### src/core/isrc_pkg.sv
package isrc_pkg;
  // register byte offsets
  localparam logic [7:0] OFF_CTRL = 8'h00;
  localparam logic [7:0] OFF_CFG = 8'h04;
  localparam logic [7:0] OFF_STAT = 8'h08;
  localparam logic [7:0] OFF_SHIFT = 8'h0c;
  localparam logic [7:0] OFF_IRQ_STAT = 8'h10;
  localparam logic [7:0] OFF_IRQ_MASK = 8'h14;
  // control_register_0 fields
  localparam int CTRL_STOP_REQ = 0;
  localparam int CTRL_START_REQ = 1;
  localparam int CTRL_STOP_IRQ_EN = 4;
  localparam int CTRL_EXIT = 6;
  localparam int CTRL_ENABLE = 7;
  // flag / width configuration fields
  localparam int CFG_RSV_DIS = 0;
  localparam int CFG_START_NO_STOP = 1;
  localparam int CFG_LOW_LSB = 8;
  localparam int CFG_HIGH_LSB = 16;
  // status fields
  localparam int STAT_STOP_DET = 0;
  localparam int STAT_START_DET = 1;
  localparam int STAT_BUSY = 2;
  localparam int STAT_RESERVED = 3;
  localparam int STAT_START_FAIL = 4;
  localparam int STAT_MASTER = 7;
  // interrupt status / mask fields
  localparam int IRQ_STOP = 0;
  localparam int IRQ_START = 1;
  localparam int IRQ_FAIL = 2;
  localparam int IRQ_MASTER = 3;
  localparam int IRQ_W = 4;
  // reset values
  localparam logic [7:0] RST_WIDTH = 8'h04;
  localparam logic [1:0] RESP_OKAY = 2'h0;
  localparam logic [1:0] RESP_SLVERR = 2'h2;
  // start_fail_flag must settle within this many clocks
  localparam int START_FAIL_MAX_CLK = 5;
  typedef enum logic [2:0] {
    ST_IDLE,
    ST_START_HOLD,
    ST_WAIT,
    ST_STOP_LOW,
    ST_STOP_HOLD
  } isrc_state_t;
endpackage : isrc_pkg

### src/core/isrc_top.sv
`timescale 1ns/1ps
// What this block does
// - idle bus plus start request starts, waits
// - released bus starts, busy bus reserves
// - after stop, shift write starts master transfer
// - shift writes before stop while reserved dropped
// - reservation accepted between start and stop
// - reservation disabled, busy bus rejects start
// - start fail flag settles within five clocks
// - exit or disable means bus unused
// - enable forces busy when start-without-stop off
// - enable clears busy when start-without-stop on
// - enable during low data detects a start
module isrc_top
  import isrc_pkg::*;
(
  input wire logic aclk,
  input wire logic aresetn,
  input wire logic [7:0] awaddr,
  input wire logic awvalid,
  output logic awready,
  input wire logic [31:0] wdata,
  input wire logic [3:0] wstrb,
  input wire logic wvalid,
  output logic wready,
  output logic [1:0] bresp,
  output logic bvalid,
  input wire logic bready,
  input wire logic [7:0] araddr,
  input wire logic arvalid,
  output logic arready,
  output logic [31:0] rdata,
  output logic [1:0] rresp,
  output logic rvalid,
  input wire logic rready,
  input wire logic serial_clock_pin_in,
  output logic serial_clock_pin_out,
  output logic serial_clock_pin_oe_n,
  input wire logic serial_data_pin_in,
  output logic serial_data_pin_out,
  output logic serial_data_pin_oe_n,
  output logic bus_interrupt
);

  function automatic logic known_addr(input logic [7:0] a);
    known_addr = (a == OFF_CTRL) || (a == OFF_CFG) || (a == OFF_STAT) ||
      (a == OFF_SHIFT) || (a == OFF_IRQ_STAT) || (a == OFF_IRQ_MASK);
  endfunction : known_addr

  isrc_state_t state;
  isrc_state_t next_state;
  logic [1:0] scl_sync;
  logic [1:0] sda_sync;
  logic scl_d;
  logic sda_d;
  logic enable;
  logic enable_d;
  logic stop_irq_enable;
  logic reservation_disable;
  logic start_without_stop_enable;
  logic [7:0] low_width_setting;
  logic [7:0] high_width_setting;
  logic [7:0] shift_register;
  logic bus_busy_flag;
  logic start_detected;
  logic stop_detected;
  logic master_status;
  logic start_fail_flag;
  logic reserved;
  logic res_ready;
  logic [7:0] cnt;
  logic [7:0] next_cnt;
  logic [IRQ_W-1:0] irq_stat;
  logic [IRQ_W-1:0] irq_mask;

  // pin sampling and condition detection
  wire scl_s = scl_sync[1];
  wire sda_s = sda_sync[1];
  wire start_ev = scl_s & scl_d & sda_d & ~sda_s;
  wire stop_ev = scl_s & scl_d & ~sda_d & sda_s;
  wire en_rise = enable & ~enable_d;
  wire start_seen = enable & (start_ev | (en_rise & scl_s & ~sda_s));

  // bus slave decode
  wire wr_go = awvalid & wvalid & ~awready & ~bvalid;
  wire rd_go = arvalid & ~arready & ~rvalid;
  wire wr_lo = wr_go & wstrb[0];
  wire wr_ctrl = wr_lo & (awaddr == OFF_CTRL);
  wire wr_cfg = wr_go & (awaddr == OFF_CFG);
  wire wr_shift = wr_lo & (awaddr == OFF_SHIFT);
  wire wr_iclr = wr_lo & (awaddr == OFF_IRQ_STAT);
  wire wr_imask = wr_lo & (awaddr == OFF_IRQ_MASK);

  // request decode
  wire start_pend = reserved | (state == ST_START_HOLD);
  wire stop_pend = (state == ST_STOP_LOW) | (state == ST_STOP_HOLD);
  wire req_start = wr_ctrl & wdata[CTRL_START_REQ] & enable &
    (state == ST_IDLE) & ~start_pend;
  wire req_stop = wr_ctrl & wdata[CTRL_STOP_REQ] & enable & ~stop_pend &
    ((state == ST_IDLE) | (state == ST_WAIT));
  wire req_exit = wr_ctrl & wdata[CTRL_EXIT];
  wire go_now = req_start & ~bus_busy_flag;
  wire go_rsv = req_start & bus_busy_flag & ~reservation_disable;
  wire go_fail = req_start & bus_busy_flag & reservation_disable;
  wire go_auto = wr_shift & reserved & res_ready & ~bus_busy_flag;
  wire hold_done = (cnt <= 8'h01);
  wire [7:0] high_load = (high_width_setting == 8'h00) ? 8'h01 :
    high_width_setting;
  wire [7:0] low_load = (low_width_setting == 8'h00) ? 8'h01 :
    low_width_setting;
  wire drive_sda = (next_state == ST_START_HOLD) |
    (next_state == ST_STOP_LOW) | (next_state == ST_STOP_HOLD);
  wire drive_scl = (next_state == ST_WAIT) | (next_state == ST_STOP_LOW);
  wire [IRQ_W-1:0] irq_ev = {go_now | go_auto, go_fail, start_seen,
    stop_ev & enable & stop_irq_enable};
  wire [31:0] stat_word = {24'h0000_00, master_status, 2'h0, start_fail_flag,
    reserved, bus_busy_flag, start_detected, stop_detected};
  wire [31:0] ctrl_word = {24'h0000_00, enable, 1'b0, 1'b0, stop_irq_enable,
    2'h0, start_pend, stop_pend};
  wire [31:0] cfg_word = {8'h00, high_width_setting, low_width_setting,
    6'h00, start_without_stop_enable, reservation_disable};
  wire [31:0] rd_word =
    (araddr == OFF_CTRL) ? ctrl_word :
    (araddr == OFF_CFG) ? cfg_word :
    (araddr == OFF_STAT) ? stat_word :
    (araddr == OFF_SHIFT) ? {24'h0000_00, shift_register} :
    (araddr == OFF_IRQ_STAT) ? {28'h0000_000, irq_stat} :
    (araddr == OFF_IRQ_MASK) ? {28'h0000_000, irq_mask} : 32'h0000_0000;

  // start and stop sequencer
  always_comb begin
    next_state = state;
    next_cnt = hold_done ? cnt : cnt - 8'h01;
    unique case (state)
      ST_IDLE: if (go_now | go_auto) begin
        next_state = ST_START_HOLD;
        next_cnt = high_load;
      end else if (req_stop) begin
        next_state = ST_STOP_LOW;
        next_cnt = low_load;
      end
      ST_START_HOLD: if (hold_done) next_state = ST_WAIT;
      ST_WAIT: if (req_stop) begin
        next_state = ST_STOP_LOW;
        next_cnt = low_load;
      end
      ST_STOP_LOW: if (hold_done) begin
        next_state = ST_STOP_HOLD;
        next_cnt = high_load;
      end
      ST_STOP_HOLD: if (hold_done) next_state = ST_IDLE;
    endcase
    if (req_exit | ~enable) begin
      next_state = ST_IDLE;
    end
  end

  always_ff @(posedge aclk) begin
    if (!aresetn) begin
      scl_sync <= 2'h3;
      sda_sync <= 2'h3;
      scl_d <= 1'b1;
      sda_d <= 1'b1;
      enable_d <= 1'b0;
    end else begin
      scl_sync <= {scl_sync[0], serial_clock_pin_in};
      sda_sync <= {sda_sync[0], serial_data_pin_in};
      scl_d <= scl_s;
      sda_d <= sda_s;
      enable_d <= enable;
    end
  end

  always_ff @(posedge aclk) begin
    if (!aresetn) begin
      state <= ST_IDLE;
      cnt <= 8'h00;
      serial_clock_pin_oe_n <= 1'b1;
      serial_data_pin_oe_n <= 1'b1;
      serial_clock_pin_out <= 1'b0;
      serial_data_pin_out <= 1'b0;
    end else begin
      state <= next_state;
      cnt <= next_cnt;
      serial_clock_pin_oe_n <= ~drive_scl;
      serial_data_pin_oe_n <= ~drive_sda;
    end
  end

  // software controls
  always_ff @(posedge aclk) begin
    if (!aresetn) begin
      enable <= 1'b0;
      stop_irq_enable <= 1'b0;
      reservation_disable <= 1'b0;
      start_without_stop_enable <= 1'b0;
      low_width_setting <= RST_WIDTH;
      high_width_setting <= RST_WIDTH;
      irq_mask <= '0;
    end else begin
      if (wr_ctrl) begin
        enable <= wdata[CTRL_ENABLE];
        stop_irq_enable <= wdata[CTRL_STOP_IRQ_EN];
      end
      if (wr_cfg && wstrb[0]) begin
        reservation_disable <= wdata[CFG_RSV_DIS];
        start_without_stop_enable <= wdata[CFG_START_NO_STOP];
      end
      if (wr_cfg && wstrb[1]) begin
        low_width_setting <= wdata[CFG_LOW_LSB +: 8];
      end
      if (wr_cfg && wstrb[2]) begin
        high_width_setting <= wdata[CFG_HIGH_LSB +: 8];
      end
      if (wr_imask) begin
        irq_mask <= wdata[IRQ_W-1:0];
      end
    end
  end

  // bus state, reservation and flags
  always_ff @(posedge aclk) begin
    if (!aresetn) begin
      bus_busy_flag <= 1'b0;
      start_detected <= 1'b0;
      stop_detected <= 1'b0;
      master_status <= 1'b0;
      start_fail_flag <= 1'b0;
      reserved <= 1'b0;
      res_ready <= 1'b0;
      shift_register <= 8'h00;
    end else begin
      if (!enable) begin
        bus_busy_flag <= 1'b0;
      end else if (en_rise) begin
        bus_busy_flag <= ~start_without_stop_enable;
      end else if (start_seen) begin
        bus_busy_flag <= 1'b1;
      end else if (stop_ev) begin
        bus_busy_flag <= 1'b0;
      end
      if (start_seen) begin
        start_detected <= 1'b1;
        stop_detected <= 1'b0;
      end else if (stop_ev & enable) begin
        start_detected <= 1'b0;
        stop_detected <= 1'b1;
      end
      if (go_fail) begin
        start_fail_flag <= 1'b1;
      end else if (req_start) begin
        start_fail_flag <= 1'b0;
      end
      if (req_exit | ~enable) begin
        master_status <= 1'b0;
        reserved <= 1'b0;
        res_ready <= 1'b0;
      end else if (go_now | go_auto) begin
        master_status <= 1'b1;
        reserved <= 1'b0;
        res_ready <= 1'b0;
      end else begin
        if (next_state == ST_IDLE && stop_pend) begin
          master_status <= 1'b0;
        end
        if (go_rsv) begin
          reserved <= 1'b1;
        end
        if (reserved && stop_ev) begin
          res_ready <= 1'b1;
        end else if (start_seen) begin
          res_ready <= 1'b0;
        end
      end
      if (wr_shift && (!reserved || go_auto)) begin
        shift_register <= wdata[7:0];
      end
    end
  end

  // interrupt status, write one to clear, event wins
  always_ff @(posedge aclk) begin
    if (!aresetn) begin
      irq_stat <= '0;
      bus_interrupt <= 1'b0;
    end else begin
      irq_stat <= (irq_stat & ~(wr_iclr ? wdata[IRQ_W-1:0] : '0)) | irq_ev;
      bus_interrupt <= |(irq_stat & irq_mask);
    end
  end

  // axi4-lite slave handshakes
  always_ff @(posedge aclk) begin
    if (!aresetn) begin
      awready <= 1'b0;
      wready <= 1'b0;
      bvalid <= 1'b0;
      bresp <= RESP_OKAY;
      arready <= 1'b0;
      rvalid <= 1'b0;
      rresp <= RESP_OKAY;
      rdata <= 32'h0000_0000;
    end else begin
      awready <= wr_go;
      wready <= wr_go;
      if (wr_go) begin
        bvalid <= 1'b1;
        bresp <= known_addr(awaddr) ? RESP_OKAY : RESP_SLVERR;
      end else if (bready) begin
        bvalid <= 1'b0;
      end
      arready <= rd_go;
      if (rd_go) begin
        rvalid <= 1'b1;
        rdata <= rd_word;
        rresp <= known_addr(araddr) ? RESP_OKAY : RESP_SLVERR;
      end else if (rready) begin
        rvalid <= 1'b0;
      end
    end
  end
endmodule : isrc_top

### config.mk
export PLATFORM = sky130hd
export DESIGN_NAME = isrc_top
export DESIGN_NICKNAME = d
export VERILOG_FILES = /design/src/core/isrc_pkg.sv /design/src/core/isrc_top.sv
export SDC_FILE = /design/constraint.sdc
export NUM_CORES = 1
export LEC_CHECK = 0
export ABC_CLOCK_PERIOD_IN_PS = 1980
export BUFFER_PORTS_ARGS = -buffer_cell sky130_fd_sc_hd__buf_4
export CAP_MARGIN = 20
export CORE_ASPECT_RATIO = 0.8
export CORE_MARGIN = 3
export CORE_UTILIZATION = 45
export DETAILED_ROUTE_END_ITERATION = 10
export GPL_TIMING_DRIVEN = 0
export PLACE_DENSITY_LB_ADDON = 0.1
export SLEW_MARGIN = 20
export SYNTH_ARGS = -nofsm -noshare
export SYNTH_HDL_FRONTEND = slang
export SYNTH_SLANG_ARGS = --single-unit
### constraint.sdc
create_clock -name aclk -period 1.98 [get_ports aclk]
set_input_delay 0.198 -clock aclk [delete_from_list [all_inputs] [get_ports aclk]]
set_output_delay 0.198 -clock aclk [all_outputs]
set_load 0.005 [all_outputs]
=== Word-level counts from Yosys, hierarchy flattened ===
Cells that the tools add are included.

* Register bits after elaboration: 104
* Output and inout bits: 46
* Bits of input ports: 61
* Word-level logic and storage cells: 194

* Reductions and logical operators: 36
* $lt $le $gt $ge: 1
* $add $sub $neg: 1
* Equal/unequal tests: 18
* Bitwise operators: 67
* Multiplexer cells: 38

{| class="wikitable"
|+ Operators with widths
! operator !! number
|-
| $mux 8 || 8
|-
| $mux 24 || 2
|-
| $and 1x1->1 || 38
|-
| $eq 8x4->1 const B || 4
|-
| $eq 8x5->1 const B || 4
|-
| $logic_not 8->1 || 4
|-
| $pmux 8 s3 || 1
|-
| $mux 3 || 6
|-
| $eq 8x3->1 const B || 2
|-
| $not 1->1 || 16
|-
| $mux 1 || 15
|-
| $pmux 3 s5 || 1
|-
| $eq 3x2->1 const B || 4
|-
| $mux 4 || 3
|-
| $reduce_bool 2->1 || 6
|-
| $logic_or 1x1->1 || 11
|-
| $or 1x1->1 || 9
|-
| $and 4x4->4 || 2
|-
| $le 8x1->1 const B || 1
|-
| $sub 8x1->8 const B || 1
|-
| $eq 3x1->1 const B || 2
|-
| $eq 3x3->1 const B || 2
|-
| $logic_and 1x1->1 || 6
|-
| $logic_not 3->1 || 2
|-
| other kinds (9) || 11
|}

=== Longest topological paths before layout ===
* Depth after elaboration: 18
* Depth in mapped cells: 9
* Mapped depth without buffers: 8

=== Worst setup path before layout ===
Ideal clock, no wire load.

* Path kind: register -> register
* From: register cnt[0]
* To: register cnt[0]
* Setup slack: -75 ps
* Path buffers: 1
* Stages on the path, launching flop included: 10
* Setup time: 126 ps
* Clock period less this slack: 2055 ps
* Required time: 1854 ps
* Arrival: 1928 ps
* Cell sequence: dfxtp_1 -> inv_1 -> ha_1 -> or2_2 -> and3_1 -> buf_4 -> mux2i_1 -> o21a_1 -> a311oi_1 -> a21oi_1

* Longest elaborated chain between the ends: 5
* Elaborated cells between the ends (all ways): 7
* Classes of those cells: 1 x add/sub; 1 x order compare; 5 x mux

{| class="wikitable"
|+ RTL lines
! element !! RTL line !! RTL
|-
| from (decl) || isrc_top.sv:71 || <nowiki>logic [7:0] cnt;</nowiki>
|-
| from (signal assigned) || isrc_top.sv:184 || <nowiki>cnt <= next_cnt;</nowiki>
|-
| $sub 8x1->8 / $le 8x1->1 (equally long branches) || isrc_top.sv:133, isrc_top.sv:106 ||
|-
| $mux 8 || isrc_top.sv:133 || <nowiki>next_cnt = hold_done ? cnt : cnt - 8'h01;</nowiki>
|-
| $mux 8 || isrc_top.sv:138, isrc_top.sv:143 ||
|-
| $mux 8 || isrc_top.sv:135 || <nowiki>ST_IDLE: if (go_now | go_auto) begin</nowiki>
|-
| $pmux 8 s3 (*) || isrc_top.sv:134 || <nowiki>unique case (state)</nowiki>
|}

Every way passes the cells marked *; elsewhere a longest branch is shown, timed or not.
A chain may end at the register's enable or synchronous reset.

=== Worst setup path in the final report ===
* From: register cnt[3]
* To: register cnt[5]

Same word-level chain as after synthesis.

==> flow_metrics.py <==
metrics = {
    "status": {
        "outcome": "finished with violations",
        "violations": "setup timing",
    },
    "synthesis": {
        "synth_edf_count": 0,
        "synth_cell_type_count": 75,
        "synth_ff_type": "dfxtp_1",
        "syn_area_mm2": 0.00464,
        "ys_warn_count": 0,
        "postSynthCellCount": 499,
        "async_reset_ff_frac": 0,
        "ys_ff_latch": 94,
        "ys_seq_area_frac": 0.405,
        "synth_area_per_cell_um2": 9.30,
    },
    "global_route": {
        "grt_most_used_layer": "met1",
        "grt_max_degree": 17,
        "grt.total_usage": 0.225,
        "grtUsageMet1": 0.332,
        "antenna_found_initial": 0,
        "grt_util_met2": 0.325,
        "grt-ovfl-total": 0,
        "grt_pass1_vias": 3951,
        "grt_pass1_wl_um": 20900,
        "met3_usage": 0.0497,
    },
    "die": {
        "ios": 107,
        "start_util": 0.471,
        "fp-row-count": 32,
        "fp.dieH_um": 96.8,
        "fp.coreArea_mm2": 0.00985,
        "die_width_um": 120,
        "die_area_mm2": 0.0116,
    },
    "hold_path": {
        "holdPathStages": 2,
        "hold_class": "input pin to register",
        "hold_path_startpoint": "serial_data_pin_in",
        "holdPathEnd": "sda_sync[0]$_SDFF_PN1_",
    },
    "cells_and_area": {
        "drive_gt1_frac": 0.319,
        "final_common_cell": "buf_4",
        "diodes": 0,
        "area_growth_pct": 30.7,
        "stdcell_count": 753,
        "fillers": 895,
        "final_nets": 675,
        "final_cell_mix": "buf_4, dfxtp_1, nand2_1",
        "final_area_mm2": 0.00607,
    },
    "sta": {
        "holdWs_ps": 28.1,
        "slew_viol_final": 0,
        "finalWorstSetupSlack_ps": -1.40,
        "layout_worst_path_cycle_share": 1.00,
        "setup_viol": 1,
        "setup_tns_ps": -1.40,
        "skew_ps": 10.8,
        "hold_viol": 0,
        "grt_setup_unrepaired": "yes",
        "worst_pin_slew_ps": 689,
        "finalCriticalPeriod_ps": 1980,
        "slew_headroom": 0.534,
        "max_freq_ghz": 0.505,
    },
    "drt": {
        "ant_nets": 0,
        "drt-total-wl_um": 13200,
        "drc_errors": 0,
        "num_vias": 4166,
        "vias_per_cell": 5.53,
        "wire_per_inst_um": 17.6,
        "drtPass1Iterations": 5,
        "dr.first_iter.drc_count": 268,
    },
    "clock_tree": {
        "htreeDepth": 3,
        "cts_tree": "done",
        "cts-root-buf": "clkbuf_16",
        "cts_sinks": 94,
        "cts_buffers": 9,
        "clock_path_buffers": 2,
        "clkTransAtPathRegs_ps": 70,
        "clock_latency_ps": 340,
    },
    "setup_path": {
        "r2r_cells": 6,
        "crit_required_ps": 2220,
        "reg2reg_from": "cnt[3]$_SDFF_PN0_",
        "path_class": "register to register",
        "cp.arrival_ps": 2220,
        "critPathMaxFanout": 4,
        "startpoint_type": "register",
        "path_cells": "or4_4 -> or3_4 -> a21oi_4 -> mux2_2 -> nand2_1 -> a31oi_2",
        "slowest_stage": "or4_4",
        "r2r_end": "cnt[5]$_SDFF_PN0_",
        "max_stage_delay_ps": 570,
        "cp_num_buf_inv": 0,
        "critPathTopFamily": "simple AND/OR/NAND/NOR gates",
        "crit_path_end_kind": "register",
        "ff2ff_setup_slack_ps": -1,
    },
    "pwr": {
        "power_density_mw_per_mm2": 888,
        "irDropWorstVdd_uv": 386,
        "p_leak_uw": 0.00246,
        "total_power_uw": 5390,
    },
    "placed_design": {
        "place.gp.congestion": 0.885,
        "dp_cells": 728,
        "port_buffers": 82,
        "place_area_mm2": 0.00547,
        "hpwl_um": 9530,
    },
    "job": {
        "drv_cap": 0,
    },
}
[timing repair]
item,CTS,global route
hold buffers,0,0
endpoints found under the setup margin,37,40
pin swaps,8,11
cloned,1,0
resized for setup,20,34
setup buffers,6,3
[where the power goes]
| part | switching, uW | total [uW] | internal [uW] | leakage [uW] |
|---|---|---|---|---|
| clock | 760 | 1750 | 989 | 0.000147 |
| combinational | 755 | 1560 | 807 | 0.00155 |
| sequential | 104 | 2080 | 1970 | 0.000764 |
| total | 1620 | 5390 | 3770 | 0.00246 |
[kinds of logic (layout without fill, tap and decap cells)]
group           after synthesis  in the layout  share of synthesized area
simple gates                187            187                      0.242
buf+inv                      49            156                     0.0604
mux                          33             33                     0.0774
flops                        94             94                      0.405
other cells                   1             12                   0.000808
compound gates              128            128                      0.199
xor+xnor                      5              5                    0.00943
fa+ha+maj                     2              2                    0.00539
[flip-flops by register name, summed over array words and instances (netlist names), 2 cells and up]
register,count
rdata,24
scl_sync,2
irq_stat,4
low_width_setting,8
state,3
cnt,8
shift_register,8
sda_sync,2
high_width_setting,8
irq_mask,4
[cells in the mapped netlist (all sizes together) (2+ instances only)]
cell | number | share of area
dfxtp | 94 | 0.41
nand2 | 50 | 0.041
nand3 | 26 | 0.028
a21boi | 24 | 0.039
buf | 24 | 0.040
o21ai | 24 | 0.026
nor2b | 23 | 0.031
nor2 | 22 | 0.019
a21oi | 20 | 0.022
a22o | 19 | 0.036
mux2i | 19 | 0.041
clkbuf | 16 | 0.013
mux2 | 13 | 0.032
nor3 | 10 | 0.013
inv | 9 | 0.0073
a22oi | 7 | 0.011
nand2b | 7 | 0.0094
a221oi | 5 | 0.011
and4b | 5 | 0.011
nor3b | 5 | 0.0092
nor4 | 5 | 0.013
o21a | 5 | 0.0081
xnor2 | 5 | 0.0094
a21o | 4 | 0.0065
a31oi | 4 | 0.0054
and2 | 4 | 0.0054
nand4b | 4 | 0.014
nor4b | 4 | 0.0089
or2 | 4 | 0.0054
or3 | 4 | 0.0065
and3 | 3 | 0.0051
a211o | 2 | 0.0038
a32oi | 2 | 0.0038
and4 | 2 | 0.0038
ha | 2 | 0.0054
o22ai | 2 | 0.0057
o32ai | 2 | 0.0070
or3b | 2 | 0.0038
or4 | 2 | 0.0040
[stage by stage]
| step | utilization | setup WS [ps] |
|---|---|---|
| finish | 0.616 | -1.40 |
| global route | 0.616 | -59.3 |
| CTS | 0.599 | -11.1 |
| detailed placement | 0.556 | -217 |
| global placement | 0.556 | -202 |
| floorplan | - | 44.4 |
[metal layers]
metal  vias to the layer above  share of wire
met4                         0          0.022
met5                         -              0
met3                        23          0.076
met2                       166           0.44
li1                       2010              -
met1                      1967           0.47
[area by class of cell]
type                       count  area, um^2  share of cell area
tap                          136         170              0.0280
buffer                        39         273              0.0450
clock buffer                  10         229              0.0377
multi-input combinational    367        2700               0.444
timing repair buffer          92         701               0.115
sequential                    94        1890               0.312
clock inverter                 6        70.1              0.0115
inverter                       9        33.8             0.00557
[how the worst max path moves through the flow]
stage / start / endpoint / slack (ps) / cells after the start
2_1_floorplan: cnt[0]$_SDFF_PN0_ / cnt[0]$_SDFF_PN0_ / 40 / 9
3_3_place_gp: rvalid$_SDFFE_PN0P_ / rdata[23]$_SDFFE_PN0P_ / -200 / 6
3_5_place_dp: rvalid$_SDFFE_PN0P_ / rdata[16]$_SDFFE_PN0P_ / -220 / 6
4_1_cts: cnt[3]$_SDFF_PN0_ / cnt[7]$_SDFF_PN0_ / -10 / 6
5_1_grt: cnt[5]$_SDFF_PN0_ / serial_clock_pin_oe_n$_SDFF_PN1_ / -60 / 7
6_report: cnt[3]$_SDFF_PN0_ / cnt[5]$_SDFF_PN0_ / -1 / 6
No activity file was read; power rests on OpenSTA's default activity.
